$ cat config.mk
export PLATFORM = sky130hd
export DESIGN_NAME = cbac_top
export DESIGN_NICKNAME = d
export VERILOG_FILES = /design/src/rtl/cbac_pkg.sv /design/src/rtl/cbac_mask_if.sv /design/src/rtl/cbac_top.sv /design/src/rtl/cbac_a20_lat.sv
export VERILOG_INCLUDE_DIRS = /design/src /design/src/rtl
export SDC_FILE = /design/constraint.sdc
export NUM_CORES = 1
export LEC_CHECK = 0
export BUFFER_PORTS_ARGS = -buffer_cell sky130_fd_sc_hd__buf_2
export CAP_MARGIN = 20
export CORE_MARGIN = 2
export CORE_UTILIZATION = 49
export DETAILED_ROUTE_END_ITERATION = 8
export PLACE_DENSITY = 0.8
export SLEW_MARGIN = 20
export SYNTH_ARGS = -nofsm -noshare
export SYNTH_HDL_FRONTEND = slang
export SYNTH_SLANG_ARGS = --single-unit
$ cat constraint.sdc
create_clock -name clk -period 2.4 [get_ports clk]
set_input_delay 0.12 -clock clk [delete_from_list [all_inputs] [get_ports clk]]
set_output_delay 0.12 -clock clk [all_outputs]
set_load 0.1 [all_outputs]
$ cat src/rtl/cbac_defs.svh
// Shared constants for the bus cycle attribute control block.
`ifndef CBAC_DEFS_SVH
`define CBAC_DEFS_SVH

// ==========================================================================
// Attribute bit positions and address bit 20 position
// ==========================================================================
`define CBAC_PWT_BIT 3
`define CBAC_PCD_BIT 4
`define CBAC_A20_BIT 20

// ==========================================================================
// Line fill and bus sizing
// ==========================================================================
`define CBAC_LINE_BYTES 5'h10
`define CBAC_FILL_MIN_XFERS 5'h04
`define CBAC_FILL_MAX_XFERS 5'h10
`define CBAC_BYTES_W32 5'h04
`define CBAC_BYTES_W16 5'h02
`define CBAC_BYTES_W8 5'h01
`define CBAC_ALL_LANES 4'hf
`define CBAC_NO_LANES 4'h0
`define CBAC_LANES_LO 4'h3
`define CBAC_LANES_HI 4'hc
`define CBAC_LANE0 4'h1

// ==========================================================================
// Address bit 20 mask latency, in clocks
// ==========================================================================
`define CBAC_A20_LAT 4

`endif

$ cat src/rtl/cbac_pkg.sv
// Types shared by the bus cycle attribute control block.
package cbac_pkg;
    typedef enum logic [1:0] {
        CBAC_W32,
        CBAC_W16,
        CBAC_W8
    } cbac_width_t;

    typedef enum logic [1:0] {
        CBAC_IDLE,
        CBAC_ADDR,
        CBAC_DATA
    } cbac_state_t;
endpackage

$ cat src/rtl/cbac_mask_if.sv
// Carries the delayed address bit 20 mask level between the two modules.
`timescale 1ns/10ps
interface cbac_mask_if;
    logic mask_eff;

    modport src (output mask_eff);
    modport dst (input mask_eff);
endinterface

$ cat src/rtl/cbac_top.sv
// Bus cycle attribute control: line fill, bus sizing, page attributes.
`timescale 1ns/10ps
`include "cbac_defs.svh"
module cbac_top (
    input wire logic clk, // 125 MHz clock
    input wire logic rst_b, // Asynchronous reset, active low
    input wire logic req_valid, // Core bus request
    input wire logic [31:0] req_addr, // Request byte address
    input wire logic [3:0] req_be, // Request byte lanes, active high
    input wire logic req_read, // Request is a read
    input wire logic req_untranslated, // Cycle bypasses paging
    input wire logic paging_en, // Paging enabled
    input wire logic [11:0] page_entry, // Governing page table entry
    input wire logic [11:0] page_base_ctl, // Page-base control register
    input wire logic fill_disable_bit, // Cache fill disable in reg zero
    input wire logic bus_granted, // Bus given to another master
    input wire logic rdy_n, // Transfer ready, active low
    input wire logic cacheable_resp_n, // Cacheable response, active low
    input wire logic width_half_sel_n, // 16-bit bus select, active low
    input wire logic width_byte_sel_n, // 8-bit bus select, active low
    input wire logic addr_bit20_mask_n, // Bit 20 mask, active low
    input wire logic flush_n, // Cache flush, active low
    input wire logic inv_strobe_n, // External invalidate strobe, low
    input wire logic [31:4] inv_addr, // External invalidate address
    output logic req_ready, // Ready for a new request
    output logic address_strobe_n, // Address strobe, active low
    output logic [31:2] addr_out, // Bus word address
    output logic [3:0] byte_en_n, // Bus byte enables, active low
    output logic page_write_through, // Write-through attribute
    output logic pwt_oe, // Drive enable of write-through
    output logic page_cache_disable, // Cache-disable attribute
    output logic pcd_oe, // Drive enable of cache-disable
    output logic fill_active, // Line fill in progress
    output logic xfer_ack, // One transfer completed, pulse
    output cbac_pkg::cbac_width_t xfer_width, // Width of that transfer
    output logic req_done, // Whole request complete, pulse
    output logic cache_flush, // Invalidate whole cache, pulse
    output logic lookup_valid, // Cache lookup strobe, pulse
    output logic [31:2] lookup_addr, // Cache lookup address
    output logic inv_valid, // Invalidation strobe, pulse
    output logic [31:4] inv_addr_out // Unmasked invalidate address
);
    import cbac_pkg::*;

    // ======================================================================
    // Functions
    // ======================================================================
    function automatic cbac_width_t width_of(input logic half_n,
                                             input logic byte_n);
        if (!byte_n) begin
            width_of = CBAC_W8;
        end else if (!half_n) begin
            width_of = CBAC_W16;
        end else begin
            width_of = CBAC_W32;
        end
    endfunction

    function automatic logic [4:0] bytes_of(input cbac_width_t w);
        case (w)
            CBAC_W16: bytes_of = `CBAC_BYTES_W16;
            CBAC_W8: bytes_of = `CBAC_BYTES_W8;
            default: bytes_of = `CBAC_BYTES_W32;
        endcase
    endfunction

    // Lanes that one transfer of the given width covers out of rem.
    function automatic logic [3:0] lanes_cov(input cbac_width_t w,
                                             input logic [3:0] rem);
        case (w)
            CBAC_W16: lanes_cov = (|(rem & `CBAC_LANES_LO)) ?
                                  (rem & `CBAC_LANES_LO) :
                                  (rem & `CBAC_LANES_HI);
            CBAC_W8: lanes_cov = rem & (~rem + `CBAC_LANE0);
            default: lanes_cov = rem;
        endcase
    endfunction

    // Lanes of a fill transfer at a byte offset for a width.
    function automatic logic [3:0] fill_lanes(input cbac_width_t w,
                                              input logic [1:0] off);
        case (w)
            CBAC_W16: fill_lanes = off[1] ? `CBAC_LANES_HI :
                                            `CBAC_LANES_LO;
            CBAC_W8: fill_lanes = `CBAC_LANE0 << off;
            default: fill_lanes = `CBAC_ALL_LANES;
        endcase
    endfunction

    function automatic logic [31:0] mask20(input logic [31:0] a,
                                           input logic m);
        mask20 = a;
        mask20[`CBAC_A20_BIT] = a[`CBAC_A20_BIT] & ~m;
    endfunction

    // ======================================================================
    // Mask latency stage
    // ======================================================================
    cbac_mask_if mask_if ();

    cbac_a20_lat u_a20 (
        .clk(clk),
        .rst_b(rst_b),
        .addr_bit20_mask_n(addr_bit20_mask_n),
        .mask_if(mask_if)
    );

    // ======================================================================
    // Pin samplers
    // ======================================================================
    cbac_width_t wsel_q, wsel_d;
    logic ken_q, ken_d;
    logic flush_q, flush_d;
    logic inv_v_q, inv_v_d;
    logic [31:4] inv_a_q, inv_a_d;
    logic oe_q, oe_d;

    always_comb begin
        wsel_d = width_of(width_half_sel_n, width_byte_sel_n);
        ken_d = ~cacheable_resp_n;
        flush_d = ~flush_n;
        inv_v_d = ~inv_strobe_n;
        inv_a_d = inv_strobe_n ? inv_a_q : inv_addr;
        oe_d = ~bus_granted;
    end

    always_ff @(posedge clk or negedge rst_b) begin
        if (!rst_b) begin
            wsel_q <= CBAC_W32;
            ken_q <= 1'b0;
            flush_q <= 1'b0;
            inv_v_q <= 1'b0;
            inv_a_q <= '0;
            oe_q <= 1'b0;
        end else begin
            wsel_q <= wsel_d;
            ken_q <= ken_d;
            flush_q <= flush_d;
            inv_v_q <= inv_v_d;
            inv_a_q <= inv_a_d;
            oe_q <= oe_d;
        end
    end

    // ======================================================================
    // Cycle sequencer
    // ======================================================================
    cbac_state_t st_q, st_d;
    logic [31:0] base_q, base_d;
    logic [3:0] rem_q, rem_d;
    logic rd_q, rd_d, fok_q, fok_d, fill_q, fill_d, first_q, first_d;
    logic mcyc_q, mcyc_d, pwt_q, pwt_d, pcd_q, pcd_d;
    logic [4:0] cnt_q, cnt_d, nx_q, nx_d;
    logic [3:0] off_q, off_d;
    logic ads_q, ads_d, ack_q, ack_d, done_q, done_d, lv_q, lv_d;
    logic [31:2] ao_q, ao_d, la_q, la_d;
    logic [3:0] ben_q, ben_d;
    cbac_width_t xw_q, xw_d;
    logic [1:0] attr;
    logic [31:0] ma;
    logic [3:0] cov;
    logic [4:0] nb;
    logic rr_q, rr_d;

    always_comb begin
        attr = 2'b00;
        if (paging_en) begin
            attr = req_untranslated ?
                   page_base_ctl[`CBAC_PCD_BIT:`CBAC_PWT_BIT] :
                   page_entry[`CBAC_PCD_BIT:`CBAC_PWT_BIT];
        end
        ma = mask20(req_addr, mask_if.mask_eff);
        cov = lanes_cov(wsel_q, rem_q);
        nb = bytes_of(wsel_q);
        st_d = st_q;
        base_d = base_q;
        rem_d = rem_q;
        rd_d = rd_q;
        fok_d = fok_q;
        fill_d = fill_q;
        first_d = first_q;
        mcyc_d = mcyc_q;
        pwt_d = pwt_q;
        pcd_d = pcd_q;
        cnt_d = cnt_q;
        off_d = off_q;
        nx_d = nx_q;
        ads_d = 1'b0;
        ack_d = 1'b0;
        done_d = 1'b0;
        lv_d = 1'b0;
        ao_d = ao_q;
        la_d = la_q;
        ben_d = ben_q;
        xw_d = xw_q;
        case (st_q)
            CBAC_IDLE: begin
                if (req_valid && !bus_granted) begin
                    st_d = CBAC_ADDR;
                    base_d = ma;
                    mcyc_d = mask_if.mask_eff;
                    rem_d = req_be;
                    rd_d = req_read;
                    pwt_d = attr[0];
                    pcd_d = attr[1] | fill_disable_bit;
                    fok_d = req_read && !attr[1] &&
                            !fill_disable_bit;
                    fill_d = 1'b0;
                    first_d = 1'b1;
                    cnt_d = '0;
                    nx_d = '0;
                    ads_d = 1'b1;
                    ao_d = ma[31:2];
                    ben_d = ~req_be;
                    lv_d = 1'b1;
                    la_d = ma[31:2];
                end
            end
            CBAC_ADDR: begin
                st_d = CBAC_DATA;
            end
            CBAC_DATA: begin
                if (!rdy_n) begin
                    ack_d = 1'b1;
                    xw_d = wsel_q;
                    first_d = 1'b0;
                    st_d = CBAC_ADDR;
                    ads_d = 1'b1;
                    if (fill_q || (first_q && rd_q && fok_q && ken_q)) begin
                        fill_d = 1'b1;
                        nx_d = nx_q + 5'h01;
                        cnt_d = cnt_q + nb;
                        off_d = (fill_q ? off_q : {base_q[3:2], 2'b00}) +
                                nb[3:0];
                        ao_d = {base_q[31:4], off_d[3:2]};
                        ben_d = ~fill_lanes(wsel_q, off_d[1:0]);
                        if (cnt_d >= `CBAC_LINE_BYTES) begin
                            st_d = CBAC_IDLE;
                            ads_d = 1'b0;
                            fill_d = 1'b0;
                            done_d = 1'b1;
                        end
                    end else begin
                        rem_d = rem_q & ~cov;
                        ben_d = ~rem_d;
                        if (rem_d == `CBAC_NO_LANES) begin
                            st_d = CBAC_IDLE;
                            ads_d = 1'b0;
                            done_d = 1'b1;
                        end
                    end
                end
            end
            default: begin
                st_d = CBAC_IDLE;
            end
        endcase
        rr_d = (st_d == CBAC_IDLE) && !lv_d;
    end

    always_ff @(posedge clk or negedge rst_b) begin
        if (!rst_b) begin
            st_q <= CBAC_IDLE;
            base_q <= '0;
            rem_q <= '0;
            rd_q <= 1'b0;
            fok_q <= 1'b0;
            fill_q <= 1'b0;
            first_q <= 1'b0;
            mcyc_q <= 1'b0;
            pwt_q <= 1'b0;
            pcd_q <= 1'b0;
            cnt_q <= '0;
            off_q <= '0;
            nx_q <= '0;
            ads_q <= 1'b0;
            ack_q <= 1'b0;
            done_q <= 1'b0;
            lv_q <= 1'b0;
            ao_q <= '0;
            la_q <= '0;
            ben_q <= `CBAC_ALL_LANES;
            xw_q <= CBAC_W32;
            rr_q <= 1'b1;
        end else begin
            st_q <= st_d;
            base_q <= base_d;
            rem_q <= rem_d;
            rd_q <= rd_d;
            fok_q <= fok_d;
            fill_q <= fill_d;
            first_q <= first_d;
            mcyc_q <= mcyc_d;
            pwt_q <= pwt_d;
            pcd_q <= pcd_d;
            cnt_q <= cnt_d;
            off_q <= off_d;
            nx_q <= nx_d;
            ads_q <= ads_d;
            ack_q <= ack_d;
            done_q <= done_d;
            lv_q <= lv_d;
            ao_q <= ao_d;
            la_q <= la_d;
            ben_q <= ben_d;
            xw_q <= xw_d;
            rr_q <= rr_d;
        end
    end

    // ======================================================================
    // Outputs
    // ======================================================================
    assign req_ready = rr_q;
    assign address_strobe_n = ~ads_q;
    assign addr_out = ao_q;
    assign byte_en_n = ben_q;
    assign page_write_through = pwt_q;
    assign page_cache_disable = pcd_q;
    assign pwt_oe = oe_q;
    assign pcd_oe = oe_q;
    assign fill_active = fill_q;
    assign xfer_ack = ack_q;
    assign xfer_width = xw_q;
    assign req_done = done_q;
    assign cache_flush = flush_q;
    assign lookup_valid = lv_q;
    assign lookup_addr = la_q;
    assign inv_valid = inv_v_q;
    assign inv_addr_out = inv_a_q;
endmodule

$ cat src/rtl/cbac_a20_lat.sv
// Latency stage for the address bit 20 mask input.
`timescale 1ns/10ps
`include "cbac_defs.svh"
module cbac_a20_lat (
    input wire logic clk, // 125 MHz clock
    input wire logic rst_b, // Asynchronous reset, active low
    input wire logic addr_bit20_mask_n, // Mask request pin, active low
    cbac_mask_if.src mask_if // Delayed mask level
);
    import cbac_pkg::*;

    logic [`CBAC_A20_LAT-1:0] sh_q;
    logic [`CBAC_A20_LAT-1:0] sh_d;

    // ======================================================================
    // Delay line
    // ======================================================================
    always_comb begin
        sh_d = {sh_q[`CBAC_A20_LAT-2:0], ~addr_bit20_mask_n};
    end

    always_ff @(posedge clk or negedge rst_b) begin
        if (!rst_b) begin
            sh_q <= '0;
        end else begin
            sh_q <= sh_d;
        end
    end

    assign mask_if.mask_eff = sh_q[`CBAC_A20_LAT-1];
endmodule

== Word-level counts from Yosys, hierarchy flattened ==
Index checks and enable logic that the tools add are counted.

* Input port bits: 103
* Word-level logic and storage cells: 136
* Bits in registers: 162
* Output and inout port bits: 106

* $lt $le $gt $ge: 1
* Add/subtract/negate cells: 3
* Multiplexer cells: 56
* Reductions and logical operators: 23
* Eq/ne operators: 8
* Bitwise gates (word level): 17
* Shift operators: 1

{| class="wikitable"
|+ Operator list
! kind !! number
|-
| $mux 30 || 3
|-
| $pmux 30 s2 || 1
|-
| $mux 4 || 12
|-
| $pmux 4 s2 || 4
|-
| $mux 1 || 21
|-
| $not 4->4 || 5
|-
| $mux 5 || 3
|-
| $mux 2 || 6
|-
| $pmux 5 s2 || 1
|-
| $and 4x4->4 || 2
|-
| $ne 2x2->1 const B || 4
|-
| $not 1->1 || 8
|-
| $reduce_and 4->1 || 2
|-
| $logic_and 1x1->1 || 7
|-
| $pmux 1 s2 || 3
|-
| $pmux 2 s3 || 1
|-
| $pmux 3 s2 || 1
|-
| $reduce_and 3->1 || 2
|-
| $add 5x5->5 || 1
|-
| $ge 5x5->1 const B || 1
|-
| $add 4x1->4 const B || 1
|-
| $add 4x4->4 || 1
|-
| $eq 2x1->1 const B || 2
|-
| $eq 2x2->1 const B || 2
|-
| 10 further kinds || 15
|}

== Logic depth before layout (Yosys ltp) ==
Gate-level depths: netlist of the first run.

* Word-level depth: 13
* Gate-level depth with buffers: 10
* Gate-level depth less buffers: 10

== Modules after synthesis ==
From an unflattened synthesis of the first run, not the netlist that was laid out.

* Cell total of the unflattened synthesis: 557
* Area total of the unflattened synthesis: 5,567.8 um^2

{| class="wikitable"
|+ By module, submodules not included
! module !! area an instance (um^2) !! seq. area each (um^2) !! instances !! cells each
|-
| cbac_top || 5,464.0 || 3,159.3 || 1 || 552
|-
| cbac_a20_lat || 103.8 || 100.1 || 1 || 5
|}

== Worst setup path after synthesis of the first run ==
No wires, ideal clock.

* Kind: register to register
* Start point: register fill_q (netlist: fill_active)
* End point: register ao_q, in the netlist addr_out[3]
* Clock period less this slack: 2,570 ps
* Path buffers: 1
* Arrival: 2,444 ps
* Stages on the path, launching flop included: 8
* Setup slack: -170 ps
* Required time: 2,273 ps
* Setup time: 127 ps
* Cell sequence: dfrtp_1 clkbuf_1 mux2_2 ha_1 a21oi_1 xnor2_1 nor2_1 a221o_1

* Cells in the longest elaborated chain, start to end: 5
* Elaborated cells on any way between the ends: 8
* Those cells by class: add/sub (1); eq/ne (1); mux (4); reduce/logical (2)

{| class="wikitable"
|+ Ends and longest elaborated chain
! item !! line !! RTL
|-
| start, declared || cbac_top.sv:151 || <nowiki>logic rd_q, rd_d, fok_q, fok_d, fill_q, fill_d, first_q, first_d;</nowiki>
|-
| start signal, assigned || cbac_top.sv:291 || <nowiki>fill_q <= fill_d;</nowiki>
|-
| $mux 4 || cbac_top.sv:233 || <nowiki>off_d = (fill_q ? off_q : {base_q[3:2], 2'b00}) +</nowiki>
|-
| $add 4x4->4 || cbac_top.sv:233 ||
|-
| $mux 30 || cbac_top.sv:229 || <nowiki>if (fill_q || (first_q && rd_q && fok_q && ken_q)) begin</nowiki>
|-
| $mux 30 || cbac_top.sv:223 || <nowiki>if (!rdy_n) begin</nowiki>
|-
| $pmux 30 s2 || cbac_top.sv:196 || <nowiki>case (st_q)</nowiki>
|-
| end signal, assigned || cbac_top.sv:303 || <nowiki>ao_q <= ao_d;</nowiki>
|-
| end, declared || cbac_top.sv:156 || <nowiki>logic [31:2] ao_q, ao_d, la_q, la_d;</nowiki>
|}

Several ways; a longest one is shown, not always the timed one. The select of a mux whose other input is x is not followed.
A chain may end at the register's enable or synchronous reset.

== Worst setup path after layout of the first run ==
* Start point: register wsel_q[0]
* End point: register ads_q

* Cells in the longest elaborated chain, start to end: 9
* Elaborated cells on any way between the ends: 14
* Those cells by class: add/sub (1); order compare (1); eq/ne (2); mux (7); bitwise (2); reduce/logical (1)

{| class="wikitable"
|+ Ends and longest elaborated chain
! item !! line !! RTL
|-
| start, declared || cbac_top.sv:111 || <nowiki>cbac_width_t wsel_q, wsel_d;</nowiki>
|-
| start signal, assigned || cbac_top.sv:136 || <nowiki>wsel_q <= wsel_d;</nowiki>
|-
| parallel branches: the longest is 6 deep, another holds $add 5x5->5 || - ||
|-
| $mux 1 (*) || cbac_top.sv:229 ||
|-
| $mux 1 (*) || cbac_top.sv:223 ||
|-
| $pmux 1 s2 (*) || cbac_top.sv:196 ||
|-
| named net ads_d || cbac_top.sv:155 || <nowiki>logic ads_q, ads_d, ack_q, ack_d, done_q, done_d, lv_q, lv_d;</nowiki>
|-
| end signal, assigned || cbac_top.sv:299 || <nowiki>ads_q <= ads_d;</nowiki>
|-
| end, declared || cbac_top.sv:155 ||
|}

Mark *: on every way through the listed nets, which the timed path passes.

==> run_results.csv, run 1 <==
group,metric,value,unit
outcome,status,"finished, final reports clean",
drt,wirelength,15.8,mm
layout,synthToLayoutAreaGrowth,42.7,%
clocking,numCtsBuffers,17,
timing,rsz0062_at_grt,"no",
floorplanning,ios,209,
timing,hold_viol,0,
drt,vias_per_cell,5.26,
setup_path,cp_max_fo,3,
setup_path,required,2690,ps
floorplanning,die_w,110,um
timing,relSlewSlack,0.567,
setup_path,critPathKind,"register to register",
setup_path,ff2ff_setup_slack,170,ps
setup_path,cp-endpoint,"ads_q",
logic_synthesis,synth.area.top_cells,"dfrtp_1 56%, nand2_1 11%, mux2_2 6.1%, a31oi_1 3.3%, nor2_1 2.9%",
job,cap_viol_max_count,0,
logic_synthesis,yosysTopAreaCellShare,0.563,
setup_path,path_common_cell,"inv_1",
clocking,tritoncts,"yes",
place,place_ws,13.5,ps
global_route,grt_use_total,0.270,
clocking,clk_latency,410,ps
place,dpl.hpwl,10.4,mm
setup_path,r2r_start,"wsel_q[0]",
layout,final_nets,927,
logic_synthesis,synthCells,549,
clocking,clk_pin_slew,50,ps
floorplanning,core,0.0109,mm2
timing,post-route-min-period,2230,ps
global_route,grt_pass1_vias,5298,
timing,fin_crit_sh,0.928,
layout,drive_gt1_frac,0.342,
logic_synthesis,syn_area,0.00556,mm2
layout,final_cell_mix,"185 x buf_2, 165 x nand2_1, 124 x dfrtp_1, 71 x dlygate4sd3_1, 43 x nor2_1",
clocking,cts_sinks,130,
setup_path,arrival,2510,ps
setup_path,path_cells,"inv_1 > ha_2 > ha_1 > inv_1 > fa_2 > nor2b_2 > o21ai_1 > a21oi_2 > a211oi_2 > or2_2",
logic_synthesis,syn-num-nets,663,
clocking,root_buffer,"clkbuf_16",
clocking,clockBufferDepth,2,
layout,fillerInstances,750,
drt,drcViolationCount,0,
layout,final_common_cell,"buf_2",
logic_synthesis,avgSynthCellArea,10.1,um2
logic_synthesis,yosys_warnings,0,
timing,final.setup.worst_slack,173,ps
logic_synthesis,synth_edf_count,0,
setup_path,critPathLaunchType,"register",
setup_path,endpoint_kind,"register",
logic_synthesis,yosysSeqAreaShare,0.587,
floorplanning,die_y,110,um
drt,dr.pass1.iters,5,
timing,setup_tns,0,ps
drt,postRouteAntennaNets,0,
setup_path,cp-startpoint,"wsel_q[0]",
global_route,grt_max_degree,69,
timing,max_freq,449,MHz
setup_path,timing.rr.end,"ads_q",
global_route,antenna_found_initial,0,
place,gp_congestion,0.864,
floorplanning,die_area,0.0122,mm2
logic_synthesis,synthArstFlopShare,1.00,
logic_synthesis,synth.largest_area_cell,"dfrtp_1",
layout,diodes,0,
logic_synthesis,synthFlopType,"dfrtp_1",
logic_synthesis,ys_types,46,
global_route,grt_first_pass_wirelength,26.4,mm
global_route,grt_overflow,0,
floorplanning,rows,38,
timing,final-max-slew-violation-count,0,
timing,setup_viol,0,
clocking,h-tree-depth,4,
setup_path,reg2regPathDepth,10,
drt,first_iter_violations,365,
setup_path,crit_slowest_cell,"dfrtp_1",
floorplanning,start_util,0.508,
worst_hold_path,min_path_type,"input port to register",
timing,skew,11.8,ps
timing,worstMarginPinSlew,649,ps
place,port-buffer-count,186,
drt,avgRoutedWirePerCell,16.4,um
logic_synthesis,yosys_register_bits,130,
setup_path,slowest_delay,370,ps
drt,vias,5062,
==> synthesized netlist by cell type, types with 2 or more instances <==
cell type and number:
a211oi_1 2, a21o_1 4, a21oi_1 17, a22o_1 3, a31oi_1 29, a32o_1 2
and2_1 2, buf_2 11, buf_4 3, clkbuf_1 13, dfrtp_1 125, dfstp_2 5
fa_1 2, ha_1 9, inv_1 17, mux2_2 30, mux2i_1 3, nand2_1 165
nand2b_1 4, nand3_1 4, nor2_1 43, nor2b_1 7, o211ai_1 2, o21ai_0 20
o21ai_1 2, or2_2 3, xnor2_1 3
==> per-layer routing <==
metal  vias to the layer above  share of wire  GRT usage  wire length [um]
met4                         0          0.034      0.118               543
li1                       2356              -          -                 -
met1                      2448           0.39      0.309              6090
met2                       207           0.53      0.484              8380
met3                        51          0.050     0.0609               786
met5                         -              0          0                 0
==> worst max-delay path: cells and delay by family (launching register included) <==
kind / cells / cell delay, ps
AND/OR/NAND/NOR: 2 / 490
AO/OA/AOI/OAI: 3 / 370
flip-flops: 1 / 370
buffers and inverters: 2 / 160
adder cells (fa/ha/maj): 3 / 720
==> final cells by class <==
type | instances | area [um2] | share of cell area
well taps | 140 | 175 | 0.0221
repair buffers | 273 | 1780 | 0.224
clock inverters | 6 | 35.0 | 0.00442
flip-flops and latches | 130 | 3260 | 0.411
multi-input cells | 373 | 2140 | 0.270
inverters | 18 | 67.6 | 0.00852
clock buffers | 22 | 474 | 0.0598
==> worst min-delay path by stage <==
stage / endpoint / slack (ps) / start / cells past startpoint
after floorplan: addr_out[10] / -180 / rst_b / 0
after global placement: xfer_ack / 60 / rst_b / 1
after detailed placement: xfer_ack / 70 / rst_b / 1
after CTS: st_q[1] / 20 / rdy_n / 3
after global routing: byte_en_n[1] / 40 / req_be[1] / 3
final: st_q[1] / 40 / rdy_n / 3
==> what timing repair did <==
action | CTS | global route
resized for setup | 1 | 6
endpoints found under the hold margin | 123 | 0
setup buffers | 0 | 1
endpoints found under the setup margin | 1 | 3
hold buffers | 71 | 0
pin swaps | 0 | 3
==> through the flow <==
step                area (um2)   util  hold WS (ps)  instances
CTS                       7900  0.723          20.6        961
global placement          6680  0.611          61.7        862
detailed placement        6680  0.611          68.1        862
floorplan                 5560      -          -176        549
global route              7930  0.725          39.5        962
finish                    7930  0.725          43.6        962
==> sequential cells by signal, indices dropped and copies added (netlist names), 2 cells and up <==
register / count
addr_out: 30
inv_addr_out: 28
u_a20.sh_q: 4
wsel_q: 2
base_q: 30
cnt_q: 5
byte_en_n: 4
st_q: 2
off_q: 4
xfer_width: 2
rem_q: 4
==> cell families after synthesis <==
logic type,share of synthesized area
buffers and inverters,0.0356
muxes,0.0682
AOI/OAI and AO/OA,0.111
and+or+nand+nor,0.166
DFF,0.587
xor gates and xnor gates,0.00473
adders and majority gates,0.0275
Power of run 1 is not shown: default switching activity piles up to over one toggle a cycle in this logic, so the estimate is an artifact.
==> inputs of run 2 (changes only) <==
--- a/config.mk
+++ b/config.mk
@@ -9,9 +9,10 @@
 export BUFFER_PORTS_ARGS = -buffer_cell sky130_fd_sc_hd__buf_2
 export CAP_MARGIN = 20
 export CORE_MARGIN = 2
-export CORE_UTILIZATION = 49
+export CORE_UTILIZATION = 51
+export CTS_BUF_LIST = sky130_fd_sc_hd__clkbuf_4 sky130_fd_sc_hd__clkbuf_8
 export DETAILED_ROUTE_END_ITERATION = 8
-export PLACE_DENSITY = 0.8
+export PLACE_DENSITY = 0.82
 export SLEW_MARGIN = 20
 export SYNTH_ARGS = -nofsm -noshare
 export SYNTH_HDL_FRONTEND = slang
==> run 2 against run 1 <==
Sequential share of layout area up 0.60 points. Critical path depth did not move. Global-route usage rose by 0.13 points. Cell count is 0.21% higher. Utilization grew 0.22 points. Wire length decreased by 1.7%. Worst setup slack got worse by 34 ps. First-iteration DRC count increased by 13%. Hold slack got worse by 3.6 ps. Clock skew decreased by 3.7 ps. Cell area down 1.4%. Clock-buffer cell count shrank 1. Critical endpoint is now st_q[0]. Highest routed layer unchanged.
==> run_results.csv, run 2 (synthesized netlist as in run 1, its figures left out) <==
group,metric,value,unit
outcome,status,"finished, final reports clean",
setup_path,r2r_start,"wsel_q[0]",
drt,vias_per_cell,5.29,
global_route,grt_first_pass_wirelength,24.3,mm
setup_path,critPathLaunchType,"register",
drt,postRouteAntennaNets,0,
setup_path,endpoint_kind,"register",
layout,final_nets,925,
layout,drive_gt1_frac,0.342,
layout,final_cell_mix,"185 x buf_2, 165 x nand2_1, 124 x dfrtp_1, 73 x dlygate4sd3_1, 43 x nor2_1",
setup_path,cp-startpoint,"wsel_q[0]",
floorplanning,ios,209,
place,gp_congestion,0.872,
drt,dr.pass1.iters,5,
timing,worstMarginPinSlew,640,ps
setup_path,cp_max_fo,3,
clocking,clk_pin_slew,70,ps
timing,relSlewSlack,0.573,
floorplanning,core,0.0107,mm2
floorplanning,rows,38,
timing,hold_viol,0,
floorplanning,die_area,0.0117,mm2
setup_path,arrival,2570,ps
worst_hold_path,min_path_type,"input port to register",
timing,fin_crit_sh,0.942,
global_route,grt_pass1_vias,5113,
worst_hold_path,hold_depth,3,
clocking,tritoncts,"yes",
job,cap_viol_max_count,0,
global_route,grt_overflow,0,
setup_path,required,2710,ps
drt,avgRoutedWirePerCell,16.1,um
setup_path,critPathKind,"register to register",
floorplanning,die_w,108,um
timing,skew,8.10,ps
layout,final_common_cell,"buf_2",
clocking,h-tree-depth,4,
clocking,clk_latency,430,ps
timing,post-route-min-period,2260,ps
floorplanning,die_y,108,um
place,dpl.hpwl,10.0,mm
timing,max_freq,442,MHz
timing,setup_tns,0,ps
timing,setup_viol,0,
clocking,root_buffer,"clkbuf_8",
timing,rsz0062_at_grt,"no",
layout,diodes,0,
drt,drcViolationCount,0,
global_route,antenna_found_initial,0,
drt,vias,5101,
global_route,grt_max_degree,65,
clocking,clockBufferDepth,2,
setup_path,reg2regPathDepth,10,
drt,wirelength,15.5,mm
timing,final-max-slew-violation-count,0,
place,port-buffer-count,186,
layout,synthToLayoutAreaGrowth,40.7,%
floorplanning,start_util,0.517,
clocking,numCtsBuffers,17,
clocking,cts_sinks,130,
global_route,grt_use_total,0.271,
worst_hold_path,hp-start,"req_be[0]",
drt,first_iter_violations,414,
run 2: changes by cell type in the layout (fill, tap and decap cells not counted), sizes merged:
cell	before	now
clkinvlp	2	0
clkbuf	22	21
clkinv	4	9
buf	202	198
dlygate4sd3	71	73
bufinv	0	2
run 2: worst paths after layout:
kind | end | slack (ps)
max | st_q[0] | 140
min | byte_en_n[0] | 40
max reg2reg | st_q[0] | 140
min reg2reg | u_a20.sh_q[2] | 360
max in group asynchronous | inv_addr_out[25] | 1390
min in group asynchronous | pcd_oe | 260
run 2: per-stage QoR:
stage | instance area [um2] | hold slack, ps | util | setup slack [ps] | instances
after floorplan | 5560 | -176 | - | 88.2 | 549
after global placement | 6670 | 150 | 0.621 | 143 | 858
after detailed placement | 6670 | 169 | 0.621 | 3.24 | 858
after CTS | 7790 | 9.44 | 0.725 | 5.88 | 963
after global routing | 7820 | 39.3 | 0.727 | 41.7 | 964
final | 7820 | 40.0 | 0.727 | 139 | 964
run 2: per-layer routing:
layer | vias to the layer above | share of wire | global-route usage
met4 | 0 | 0.028 | 0.141
li1 | 2357 | - | -
met3 | 46 | 0.078 | 0.0663
met1 | 2413 | 0.40 | 0.329
met2 | 285 | 0.50 | 0.451
met5 | - | 0 | 0
run 2: repair_timing:
item                                    CTS  global route
pin swaps                                 0             1
buffers inserted                          0             1
endpoints found under the hold margin   140             0
hold buffers                             73             0
endpoints found under the setup margin    2             3
gates resized for setup                   1             6
run 2: layout make-up:
class	count	area (um2)
tap	140	175
clock buffer	21	270
inverter	18	67.6
timing repair buffer	271	1790
fill	703	2930
clock inverter	11	113
multi-input combinational	373	2140
sequential	130	3260
run 2: critical path, stage by stage, from the launching register on:
cell      delay, ps
dfrtp_1         390
inv_1           110
ha_1            210
ha_1            190
inv_1            60
fa_2            380
nor2b_4         160
o21ai_1         110
a21oi_2         180
a211oi_2         60
or2_2           290
Power of run 2 is left out for the same reason.
==> inputs of run 3 (changes only) <==
--- a/config.mk
+++ b/config.mk
@@ -7,10 +7,9 @@
 export NUM_CORES = 1
 export LEC_CHECK = 0
 export BUFFER_PORTS_ARGS = -buffer_cell sky130_fd_sc_hd__buf_2
-export CAP_MARGIN = 20
 export CORE_MARGIN = 2
 export CORE_UTILIZATION = 51
-export CTS_BUF_LIST = sky130_fd_sc_hd__clkbuf_4 sky130_fd_sc_hd__clkbuf_8
+export CTS_BUF_LIST = sky130_fd_sc_hd__clkbuf_8
 export DETAILED_ROUTE_END_ITERATION = 8
 export PLACE_DENSITY = 0.82
 export SLEW_MARGIN = 20
==> constraint.sdc (replaced) <==
create_clock -name clk -period 2.3 [get_ports clk]
set_input_delay 0.115 -clock clk [delete_from_list [all_inputs] [get_ports clk]]
set_output_delay 0.115 -clock clk [all_outputs]
set_load 0.1 [all_outputs]
==> run 3 against run 2 <==
Critical path depth unchanged. Cell area up 1.1%. Hold slack better by 20 ps. Register-to-register slack worse by 40 ps. Clock-buffer cell count down 1. Clock skew up 3.3 ps. Cell count up 0.52%. Via count up 1.4%.
==> run_results.csv, run 3 (synthesized netlist as in run 1, its figures left out) <==
group,metric,value,unit
clocking,numCtsBuffers,17,
drt,postRouteAntennaNets,0,
drt,drcViolationCount,0,
global_route,antenna_found_initial,0,
timing,fin_crit_sh,0.956,
layout,diodes,0,
global_route,grt_first_pass_wirelength,24.0,mm
place,gp_congestion,0.872,
drt,avgRoutedWirePerCell,15.7,um
global_route,grt_use_total,0.266,
timing,worstMarginPinSlew,637,ps
global_route,grt_max_degree,63,
layout,drive_gt1_frac,0.347,
global_route,grt_pass1_vias,5140,
floorplanning,core,0.0107,mm2
layout,final_cell_mix,"185 x buf_2, 165 x nand2_1, 124 x dfrtp_1, 74 x dlygate4sd3_1, 43 x nor2_1",
layout,fillerInstances,723,
drt,wirelength,15.2,mm
layout,synthToLayoutAreaGrowth,42.2,%
timing,final-max-slew-violation-count,0,
worst_hold_path,min_path_type,"input port to register",
clocking,clockBufferDepth,2,
place,dpl.hpwl,9.61,mm
floorplanning,die_w,108,um
floorplanning,die_area,0.0117,mm2
timing,post-route-min-period,2200,ps
setup_path,critPathLaunchType,"register",
drt,first_iter_violations,353,
floorplanning,rows,38,
timing,hold_viol,0,
place,port-buffer-count,186,
setup_path,arrival,2510,ps
clocking,cts_sinks,130,
outcome,status,"finished, final reports clean",
floorplanning,ios,209,
timing,setup_tns,0,ps
clocking,clk_pin_slew,70,ps
clocking,tritoncts,"yes",
floorplanning,start_util,0.517,
clocking,root_buffer,"clkbuf_8",
setup_path,required,2610,ps
clocking,h-tree-depth,4,
floorplanning,die_y,108,um
timing,rsz0062_at_grt,"no",
drt,vias,5174,
clocking,clk_latency,430,ps
layout,final_common_cell,"buf_2",
job,cap_viol_max_count,0,
drt,dr.pass1.iters,5,
drt,vias_per_cell,5.34,
timing,skew,11.4,ps
timing,setup_viol,0,
setup_path,endpoint_kind,"register",
timing,max_freq,455,MHz
setup_path,critPathKind,"register to register",
layout,final_nets,930,
timing,relSlewSlack,0.575,
setup_path,cp_max_fo,3,
global_route,grt_overflow,0,
## run 3: changes by cell type in the layout (fill, tap and decap cells not counted)
cell           change
inv_6              +1
clkbuf_8           +2
clkinv_4           -1
bufinv_16          +1
clkinv_2           -5
clkinvlp_4         +5
dlygate4sd3_1      +1
dfrtp_2            -1
clkbuf_4           -3
buf_4              +5
dfrtp_4            +1
ha_2               +2
ha_1               -2
buf_12             -1
## run 3: metal layers
layer	wire, um	track usage
met5	0	0
met4	529	0.147
met3	969	0.0645
met2	7750	0.445
met1	5980	0.317
## run 3: final cells by class
| cell class | instances | area, um2 | area share |
|---|---|---|---|
| clock buffers | 20 | 275 | 0.0348 |
| inverters | 18 | 67.6 | 0.00855 |
| repair buffers | 276 | 1820 | 0.230 |
| well taps | 140 | 175 | 0.0222 |
| multi-input cells | 373 | 2140 | 0.271 |
| flip-flops and latches | 130 | 3260 | 0.413 |
| clock inverters | 12 | 155 | 0.0196 |
## run 3: repair_timing
item,in CTS,in global routing
hold endpoints to repair,134,0
gates resized for setup,3,6
buffers inserted,0,1
endpoints found under the setup margin,2,4
pin swaps,1,1
hold buffers,74,0
## run 3: worst paths after layout
path	start	endpoint	slack [ps]	depth (start not counted)
worst min register to register	u_a20.sh_q[2]	u_a20.sh_q[3]	350	0
worst max register to register	wsel_q[0]	ads_q	100	10
min in group asynchronous	rst_b	addr_out[10]	160	2
worst max-delay path	wsel_q[0]	ads_q	100	10
worst min-delay path	page_entry[3]	page_write_through	60	4
max in group asynchronous	rst_b	byte_en_n[0]	1280	3
## run 3: metrics by stage
step	area [um2]	worst slack, ps	cells	util	hold WS, ps
after floorplan	5560	66.4	549	-	-181
after global placement	6690	59.3	862	0.623	75.7
after detailed placement	6690	-9.64	862	0.623	81.8
after CTS	7870	7.52	968	0.733	39.6
after global routing	7900	9.45	969	0.735	87.5
final	7900	100	969	0.735	59.9
## run 3: critical path: stages (launching register included)
cell	delay [ps]
dfrtp_1	390
inv_1	100
ha_2	200
ha_2	180
inv_1	60
fa_2	360
nor2b_4	150
o21ai_1	100
a21oi_2	190
a211oi_2	60
or2_2	290
Power of run 3 is left out for the same reason.
